File: config.mk
export PLATFORM = sky130hd
export DESIGN_NAME = pus_sequencer
export DESIGN_NICKNAME = d
export VERILOG_FILES = /design/src/pus_pkg.sv /design/src/pus_store_if.sv /design/src/pus_store_reader.sv /design/src/pus_sequencer.sv
export SDC_FILE = /design/constraint.sdc
export NUM_CORES = 1
export LEC_CHECK = 0
export BUFFER_PORTS_ARGS = -buffer_cell sky130_fd_sc_hd__buf_2
export CORE_ASPECT_RATIO = 1.4
export CORE_MARGIN = 2
export CORE_UTILIZATION = 30
export CTS_CLUSTER_DIAMETER = 60
export DETAILED_ROUTE_END_ITERATION = 8
export GPL_TIMING_DRIVEN = 0
export HOLD_SLACK_MARGIN = 0.15
export PLACE_DENSITY = 0.57
export RECOVER_POWER = 25
export SLEW_MARGIN = 25
export SYNTH_ARGS = -nofsm -noshare
export SYNTH_HDL_FRONTEND = slang
export SYNTH_SLANG_ARGS = --single-unit
File: constraint.sdc
create_clock -name clk -period 4.8 [get_ports clk]
set_clock_uncertainty 0.2 [all_clocks]
set_input_delay 0.24 -clock clk [delete_from_list [all_inputs] [get_ports clk]]
set_output_delay 0.24 -clock clk [all_outputs]
set_load 0.05 [all_outputs]
File: src/pus_pkg.sv
/*
  Package for the power-up and reset sequencer: states, widths and timing counts.
  Assumes a single 10 MHz clock and an external configuration store that answers reads
  with a one-cycle valid pulse.
*/
package pus_pkg;
  localparam int           ADDR_W       = 8;
  localparam int           DATA_W       = 8;
  localparam int           NUM_REGS     = 16;
  localparam int           NUM_OUTS     = 4;
  localparam logic [7:0]   LAST_ADDR    = 8'h0f;
  localparam logic [7:0]   FIRST_ADDR   = 8'h00;
  localparam logic [7:0]   ZERO_BYTE    = 8'h00;
  // settle time after the load for the other start-up tasks
  localparam int           SETTLE_NS    = 2000;
  localparam int           CLK_NS       = 100;
  localparam int           SETTLE_CYC   = (SETTLE_NS + CLK_NS - 1) / CLK_NS;
  localparam int           CNT_W        = 8;
  localparam logic [7:0]   SETTLE_LAST  = 8'(SETTLE_CYC - 1);
  localparam logic [7:0]   CNT_ZERO     = 8'h00;
  localparam logic [7:0]   CNT_ONE      = 8'h01;

  typedef enum logic [4:0] {
    PUS_RESET  = 5'h01,
    PUS_LOAD   = 5'h02,
    PUS_WAIT   = 5'h04,
    PUS_SETTLE = 5'h08,
    PUS_READY  = 5'h10
  } pus_state_e;
endpackage

File: src/pus_store_if.sv
/*
  Interface between the sequencer and its store reader.
  Assumes both ends sit in one clock domain.
*/
`timescale 1ns/100ps
interface pus_store_if;
  logic                      start;
  logic                      busy;
  logic                      done;
  logic                      wrEn;
  logic [pus_pkg::ADDR_W-1:0] wrAddr;
  logic [pus_pkg::DATA_W-1:0] wrData;
  modport seq (output start, input busy, input done, input wrEn, input wrAddr, input wrData);
  modport rdr (input start, output busy, output done, output wrEn, output wrAddr,
               output wrData);
endinterface

File: src/pus_store_reader.sv
/*
  Walks the configuration store from the first to the last address and hands
  each word to the register file.
  Assumes the store answers each read with storeValid some cycles later.
*/
`timescale 1ns/100ps
module pus_store_reader (
  input  wire logic                       clk,
  input  wire logic                       rst,
  pus_store_if.rdr                        sif,
  output logic                            storeRead,
  output logic [pus_pkg::ADDR_W-1:0]      storeAddr,
  input  wire logic                       storeValid,
  input  wire logic [pus_pkg::DATA_W-1:0] storeData
);
  logic                      active;
  logic                      next_active;
  logic                      pending;
  logic                      next_pending;
  logic [pus_pkg::ADDR_W-1:0] addr;
  logic [pus_pkg::ADDR_W-1:0] next_addr;
  logic                      doneQ;
  logic                      next_doneQ;
  logic                      readQ;
  logic                      next_readQ;

  always_comb begin
    next_active  = active;
    next_pending = pending;
    next_addr    = addr;
    next_doneQ   = 1'b0;
    // start always restarts the walk, so a hard reset mid-load never strands it
    if (sif.start) begin
      next_active  = 1'b1;
      next_pending = 1'b0;
      next_addr    = pus_pkg::FIRST_ADDR;
    end else if (active && !pending) begin
      next_pending = 1'b1;
    end else if (active && pending && storeValid) begin
      next_pending = 1'b0;
      if (addr == pus_pkg::LAST_ADDR) begin
        next_active = 1'b0;
        next_doneQ  = 1'b1;
      end else begin
        next_addr = addr + 8'h01;
      end
    end
    next_readQ = next_active && !next_pending;
  end

  always_ff @(posedge clk or posedge rst) begin
    if (rst) begin
      active  <= 1'b0;
      pending <= 1'b0;
      addr    <= pus_pkg::FIRST_ADDR;
      doneQ   <= 1'b0;
      readQ   <= 1'b0;
    end else begin
      active  <= next_active;
      pending <= next_pending;
      addr    <= next_addr;
      doneQ   <= next_doneQ;
      readQ   <= next_readQ;
    end
  end

  assign storeRead  = readQ;
  assign storeAddr  = addr;
  assign sif.busy   = active;
  assign sif.done   = doneQ;
  assign sif.wrEn   = active && pending && storeValid;
  assign sif.wrAddr = addr;
  assign sif.wrData = storeData;
endmodule

File: src/pus_sequencer.sv
/*
  Power-up and reset sequencer: loads the register file from the configuration
  store, gates the host port and the clock outputs, and runs hard and soft resets.
  Assumes the host port decodes writes elsewhere and presents one-cycle strobes;
  hardResetPinN is synchronous to clk.
*/
`timescale 1ns/100ps
module pus_sequencer (
  input  wire logic                       clk,
  input  wire logic                       rst,
  input  wire logic                       hardResetPinN,
  input  wire logic                       hostWrEn,
  input  wire logic [pus_pkg::ADDR_W-1:0] hostWrAddr,
  input  wire logic [pus_pkg::DATA_W-1:0] hostWrData,
  input  wire logic                       hostHardResetSet,
  input  wire logic                       hostXferEnd,
  input  wire logic                       hostSoftReset,
  input  wire logic [pus_pkg::ADDR_W-1:0] hostRdAddr,
  output logic                            storeRead,
  output logic [pus_pkg::ADDR_W-1:0]      storeAddr,
  input  wire logic                       storeValid,
  input  wire logic [pus_pkg::DATA_W-1:0] storeData,
  output logic                            hostReady,
  output logic                            hostIfReset,
  output logic                            hardResetBit,
  output logic [pus_pkg::DATA_W-1:0]      hostRdData,
  output logic [pus_pkg::NUM_OUTS-1:0]    clkOutEn,
  output logic                            applyConfig,
  output logic [pus_pkg::DATA_W-1:0]      liveCfg
);
  pus_store_if sif ();

  pus_store_reader u_reader (
    .clk        (clk),
    .rst        (rst),
    .sif        (sif),
    .storeRead  (storeRead),
    .storeAddr  (storeAddr),
    .storeValid (storeValid),
    .storeData  (storeData)
  );

  // ----------------------------------------------------------------
  // sequence control
  // ----------------------------------------------------------------
  pus_pkg::pus_state_e        state;
  pus_pkg::pus_state_e        next_state;
  logic [pus_pkg::CNT_W-1:0]  cnt;
  logic [pus_pkg::CNT_W-1:0]  next_cnt;
  logic                       armed;
  logic                       next_armed;
  logic                       pinQ;
  logic                       next_pinQ;
  logic                       hardReq;
  logic                       start;
  logic                       loading;

  // pin low or a completed write of the control bit both mean the same restart
  assign hardReq = (!hardResetPinN) || (armed && hostXferEnd);
  // launching from the single load cycle keeps a stale done out of the wait state
  assign start   = (state == pus_pkg::PUS_LOAD);
  assign loading = (state == pus_pkg::PUS_LOAD) || (state == pus_pkg::PUS_WAIT);
  assign sif.start = start;

  always_comb begin
    next_state = state;
    next_cnt   = cnt;
    next_armed = armed;
    next_pinQ  = !hardResetPinN;
    // the bit only arms; the restart waits for the end of its own transaction
    if (state == pus_pkg::PUS_READY && hostHardResetSet) begin
      next_armed = 1'b1;
    end
    case (state)
      pus_pkg::PUS_RESET: begin
        next_armed = 1'b0;
        if (hardResetPinN) begin
          next_state = pus_pkg::PUS_LOAD;
        end
      end
      pus_pkg::PUS_LOAD: begin
        next_state = pus_pkg::PUS_WAIT;
      end
      pus_pkg::PUS_WAIT: begin
        if (sif.done) begin
          next_state = pus_pkg::PUS_SETTLE;
          next_cnt   = pus_pkg::CNT_ZERO;
        end
      end
      pus_pkg::PUS_SETTLE: begin
        next_cnt = cnt + pus_pkg::CNT_ONE;
        if (cnt == pus_pkg::SETTLE_LAST) begin
          next_state = pus_pkg::PUS_READY;
        end
      end
      pus_pkg::PUS_READY: begin
        next_state = pus_pkg::PUS_READY;
      end
      default: begin
        next_state = pus_pkg::PUS_RESET;
      end
    endcase
    // a hard reset from any state restarts the full power-up sequence
    if (hardReq) begin
      next_state = pus_pkg::PUS_RESET;
      next_armed = 1'b0;
      next_cnt   = pus_pkg::CNT_ZERO;
    end
  end

  always_ff @(posedge clk or posedge rst) begin
    if (rst) begin
      state <= pus_pkg::PUS_RESET;
      cnt   <= pus_pkg::CNT_ZERO;
      armed <= 1'b0;
      pinQ  <= 1'b0;
    end else begin
      state <= next_state;
      cnt   <= next_cnt;
      armed <= next_armed;
      pinQ  <= next_pinQ;
    end
  end

  // ----------------------------------------------------------------
  // register file
  // ----------------------------------------------------------------
  logic [pus_pkg::DATA_W-1:0] regs      [pus_pkg::NUM_REGS];
  logic [pus_pkg::DATA_W-1:0] next_regs [pus_pkg::NUM_REGS];
  logic                       hostOk;

  assign hostOk = (state == pus_pkg::PUS_READY) && !hardReq;

  function automatic logic hits(input logic [pus_pkg::ADDR_W-1:0] a, input int idx);
    hits = (a == pus_pkg::ADDR_W'(idx));
  endfunction

  genvar gi;
  generate
    for (gi = 0; gi < pus_pkg::NUM_REGS; gi++) begin : g_reg
      always_comb begin
        next_regs[gi] = regs[gi];
        if (sif.wrEn && hits(sif.wrAddr, gi)) begin
          next_regs[gi] = sif.wrData;
        end else if (hostOk && hostWrEn && hits(hostWrAddr, gi)) begin
          next_regs[gi] = hostWrData;
        end
      end
      always_ff @(posedge clk or posedge rst) begin
        if (rst) begin
          regs[gi] <= pus_pkg::ZERO_BYTE;
        end else begin
          regs[gi] <= next_regs[gi];
        end
      end
    end
  endgenerate

  // ----------------------------------------------------------------
  // outputs, all registered
  // ----------------------------------------------------------------
  logic                        next_applyConfig;
  logic [pus_pkg::DATA_W-1:0]  next_liveCfg;
  logic [pus_pkg::NUM_OUTS-1:0] next_clkOutEn;
  logic                        readyNow;

  assign readyNow = (next_state == pus_pkg::PUS_READY);

  always_comb begin
    next_liveCfg     = liveCfg;
    // soft reset latches pending writes only, the store is never touched
    next_applyConfig = hostOk && hostSoftReset;
    if (next_applyConfig || (state == pus_pkg::PUS_SETTLE && readyNow)) begin
      next_liveCfg = next_regs[0];
    end
    next_clkOutEn = readyNow ? regs[1][pus_pkg::NUM_OUTS-1:0]
                             : {pus_pkg::NUM_OUTS{1'b0}};
  end

  always_ff @(posedge clk or posedge rst) begin
    if (rst) begin
      hostReady    <= 1'b0;
      hostIfReset  <= 1'b1;
      hardResetBit <= 1'b0;
      hostRdData   <= pus_pkg::ZERO_BYTE;
      clkOutEn     <= {pus_pkg::NUM_OUTS{1'b0}};
      applyConfig  <= 1'b0;
      liveCfg      <= pus_pkg::ZERO_BYTE;
    end else begin
      hostReady    <= readyNow;
      hostIfReset  <= !readyNow;
      hardResetBit <= next_armed;
      hostRdData   <= readyNow ? regs[hostRdAddr[3:0]] : pus_pkg::ZERO_BYTE;
      clkOutEn     <= next_clkOutEn;
      applyConfig  <= next_applyConfig;
      liveCfg      <= next_liveCfg;
    end
  end

  // ----------------------------------------------------------------
  // checks
  // ----------------------------------------------------------------
  property p_clk_gated;
    @(posedge clk) disable iff (rst) !hostReady |-> (clkOutEn == '0);
  endproperty
  a_clk_gated: assert property (p_clk_gated) else $error("clock out before init");

  property p_pin_restart;
    @(posedge clk) disable iff (rst) !hardResetPinN |=> !hostReady && hostIfReset;
  endproperty
  a_pin_restart: assert property (p_pin_restart) else $error("pin reset ignored");

  property p_bit_restart;
    @(posedge clk) disable iff (rst)
      hardResetBit && hostXferEnd |=> (state == pus_pkg::PUS_RESET) ##1 !hardResetBit;
  endproperty
  a_bit_restart: assert property (p_bit_restart) else $error("bit reset late");

  property p_reload;
    @(posedge clk) disable iff (rst)
      (state == pus_pkg::PUS_RESET) && hardResetPinN |=> loading ##1 sif.busy;
  endproperty
  a_reload: assert property (p_reload) else $error("no store reload");

  property p_init_order;
    @(posedge clk) disable iff (rst) $rose(hostReady) |-> $past(pinQ) == 1'b0;
  endproperty
  a_init_order: assert property (p_init_order) else $error("ready during pin reset");

  property p_host_gate;
    @(posedge clk) disable iff (rst) hostIfReset |-> !hostReady && (hostRdData == '0);
  endproperty
  a_host_gate: assert property (p_host_gate) else $error("host live in reset");

  property p_soft;
    @(posedge clk) disable iff (rst)
      hostOk && hostSoftReset |=> applyConfig && !storeRead && (state == pus_pkg::PUS_READY);
  endproperty
  a_soft: assert property (p_soft) else $error("soft reset wrong");

  property p_ready_after_done;
    @(posedge clk) disable iff (rst) sif.done && !hardReq |=> !hostReady [*8];
  endproperty
  a_ready_after_done: assert property (p_ready_after_done) else $error("ready too soon");
endmodule

==> results.sh <==
export IMPL_status="finished with violations"
export IMPL_violations="max-capacitance violations, max-slew violations"
export IMPL_post_cts_buffers=0
export IMPL_synthesis_nets=946
export IMPL_synth_top_area_cell="dfrtp_1"
export IMPL_vias=7606
export IMPL_fmax_mhz=289
export IMPL_switchingPower_w=0.00183
export IMPL_crit_type="flip-flop to flip-flop"
export IMPL_r2r_end="regs[66]"
export IMPL_place_gp_congestion=0.910
export IMPL_dr_pass1_iters=7
export IMPL_tightest_slew_ns=1.71
export IMPL_p_leak_nw=4.79
export IMPL_fin_tns_setup_ns=0
export IMPL_async_flop_share=1.00
export IMPL_cts_root_buf="clkbuf_16"
export IMPL_die_x_um=154
export IMPL_synth_distinct_cells=52
export IMPL_finalSetupViolCount=0
export IMPL_worstPathArrival_ns=3.60
export IMPL_reg2reg_depth=6
export IMPL_portBuffers=56
export IMPL_period_needed_ns=3.46
export IMPL_yosys_area_share_simple=0.154
export IMPL_die_height_um=214
export IMPL_rsz0062_at_grt="false"
export IMPL_clockBufferDepth=2
export IMPL_syn_area_mm2=0.00942
export IMPL_ant_nets=0
export IMPL_grt_pass1_vias=7529
export IMPL_synth_top_family_by_area="multiplexers"
export IMPL_synth_seq_area_share=0.470
export IMPL_drive_gt1_frac=0.166
export IMPL_power_density_mw_per_mm2=489
export IMPL_hold_class="input pin to flip-flop"
export IMPL_vdd_ir_drop_worst_uv=264
export IMPL_path_clk_slew_ns=0.07
export IMPL_yosysMostFrequentCell="dfrtp_1"
export IMPL_boundaryPins=73
export IMPL_antenna_found_initial=2
export IMPL_rows=76
export IMPL_post_route_period_util=0.722
export IMPL_cts_sinks=177
export IMPL_slew_violations=57
export IMPL_design_area_mm2=0.0111
export IMPL_r2r_setup_slack_ns=1.34
export IMPL_crit_required_ns=4.93
export IMPL_ys_top_cells_by_count="dfrtp_1 (175), nor2_1 (135), mux2i_1 (104)"
export IMPL_max_stage_delay_ns=0.92
export IMPL_ys_ff_latch=177
export IMPL_nNetsFinal=1051
export IMPL_avgSynthCellArea_um2=10.5
export IMPL_synthCells=901
export IMPL_hold_viol=0
export IMPL_crit_fanout=8
export IMPL_synth_mux_area_fraction=0.216
export IMPL_synth_warnings=0
export IMPL_drt_first_iter_violations=676
export IMPL_vias_per_cell=5.39
export IMPL_setup_worst_path_start_class="flip-flop"
export IMPL_grt_pass1_wl_um=47600
export IMPL_cts_max_level=4
export IMPL_wl_per_cell_um=22.2
export IMPL_grt_max_degree=31
export IMPL_worstSetupStartpoint="state[1]"
export IMPL_drv_cap=2
export IMPL_slew_headroom=-0.138
export IMPL_worst_path_max_delay_cell="nor3_2"
export IMPL_seqPwrFrac=0.427
export IMPL_clock_latency_ns=0.45
export IMPL_synth_top_cell_area_share=0.465
export IMPL_crit_path_end_kind="flip-flop"
export IMPL_initial_core_util=0.306
export IMPL_synth_adder_area_share=0.00664
export IMPL_swShare=0.337
export IMPL_p_int_w=0.00361
export IMPL_cts_tree="done"
export IMPL_synthFlopType="dfrtp_1"
export IMPL_die_area_mm2=0.0329
export IMPL_clock_power_share=0.270
export IMPL_synth_xor_area_frac=0.00743
export IMPL_coreArea_mm2=0.0308
export IMPL_hpwl_um=22800
export IMPL_gr_usage_all_layers=0.196
export IMPL_cts_buffers=17
export IMPL_r2r_start="state[1]"
export IMPL_synth_compound_area_share=0.108
export IMPL_pwr_share_comb=0.303
export IMPL_area_growth_pct=18.0
export IMPL_placed_area_mm2=0.0103
export IMPL_path_cells="nor4_2, nand3_1, nor3_2, mux2i_1, a21oi_1, dlygate4sd3_1"
export IMPL_grt_overflow=0
export IMPL_crit_end="regs[66]"
export IMPL_synth_area_leaders="dfrtp_1 (46%), mux2i_1 (11%), mux4_2 (9.6%)"
export IMPL_routed_wl_um=31400
export IMPL_synth_edf_count=0
export IMPL_post_route_drc_count=0
## through the flow
stage | worst slack (ns) | instances | utilization | hold slack, ns | total power [W]
after floorplan | 2.03 | 901 | - | 0.171 | 0.00343
after global placement | 0.799 | 1347 | 0.331 | 0.253 | 0.00389
after detailed placement | 1.67 | 1353 | 0.335 | 0.168 | 0.00396
after CTS | 1.37 | 1409 | 0.363 | 0.163 | 0.00546
after global routing | 0.810 | 1411 | 0.361 | 0.166 | 0.00571
final | 1.34 | 1411 | 0.361 | 0.134 | 0.00544
## layer usage
| layer | part of all wire | vias up | global-route usage |
|---|---|---|---|
| li1 | - | 3433 | - |
| met3 | 0.060 | 75 | 0.0378 |
| met2 | 0.48 | 308 | 0.322 |
| met5 | 0 | - | 0 |
| met1 | 0.41 | 3790 | 0.241 |
| met4 | 0.055 | 0 | 0.114 |
## sequential cells by signal (all words and copies together), names as in the netlist, 4 cells and up
register             flops
clkOutEn                 4
cnt                      8
hostRdData               8
liveCfg                  8
regs                   128
state                    5
u_reader.sif.wrAddr      8
## final cells by class
type                            count  area [µm²]
Clock buffer                       20         457
Buffer                             75         300
Fill cell                        3120       19700
Sequential cell                   177        4430
Clock inverter                     12         155
Antenna cell                        2        5.00
Inverter                           16        61.3
Multi-Input combinational cell    633        4650
Timing Repair Buffer               86         576
Tap cell                          390         488
## how the worst min path moves through the flow
stage	startpoint	endpoint	slack, ns	cells after the start
floorplan	hostSoftReset	applyConfig	0.17	2
CTS	storeData[0]	regs[48]	0.16	3
detailed placement	rst	liveCfg[7]	0.17	2
global placement	cnt[7]	cnt[7]	0.25	1
finish	hostWrAddr[1]	regs[121]	0.13	4
global route	hostWrAddr[1]	regs[121]	0.17	4
## worst max-delay path, delay by kind of cell, from the launching register on
| kind | cells | cell delay (ns) |
|---|---|---|
| and+or+nand+nor | 3 | 1.81 |
| buffers and inverters | 1 | 0.58 |
| DFF | 1 | 0.42 |
| muxes | 1 | 0.26 |
| AOI/OAI and AO/OA | 1 | 0.08 |
## power groups by stage
stage	sequential [W]	combinational (W)	clock, W
floorplan	0.00230	0.00113	0
detailed placement	0.00233	0.00162	0
global route	0.00238	0.00178	0.00155
global placement	0.00231	0.00157	0
finish	0.00232	0.00165	0.00147
CTS	0.00231	0.00165	0.00150
## layout by cell type (no fill, tap or decap), types with 7 or more instances in the layout
cell type      instances
dfrtp_1              175
nor2_1               135
mux2i_1              104
a21oi_1               93
nand2_1               64
buf_2                 58
clkbuf_1              57
mux4_2                40
a31oi_1               25
o21ai_0               24
dlygate4sd3_1         24
nand3_1               18
buf_1                 18
clkbuf_16             17
and2_1                16
inv_1                 14
o41ai_1                9
nor2b_1                9
a211oi_2               8
nor3_2                 8
mux2_2                 7
nand4_1                7
## cells by family (layout without fill, tap and decap cells)
kind of cell,after synthesis,count (layout)
adder cells (fa/ha/maj),5,5
AND/OR/NAND/NOR,297,297
flip-flops,177,177
AO/OA/AOI/OAI,171,171
multiplexers,152,152
other,0,2
buffers and inverters,91,209
XOR/XNOR,8,8
## repair_timing
action                    in CTS  in global routing
resized for setup              0                  0
hold endpoints to repair     174                  0
hold buffers                  24                  0
(Power assumes the default switching activity.)
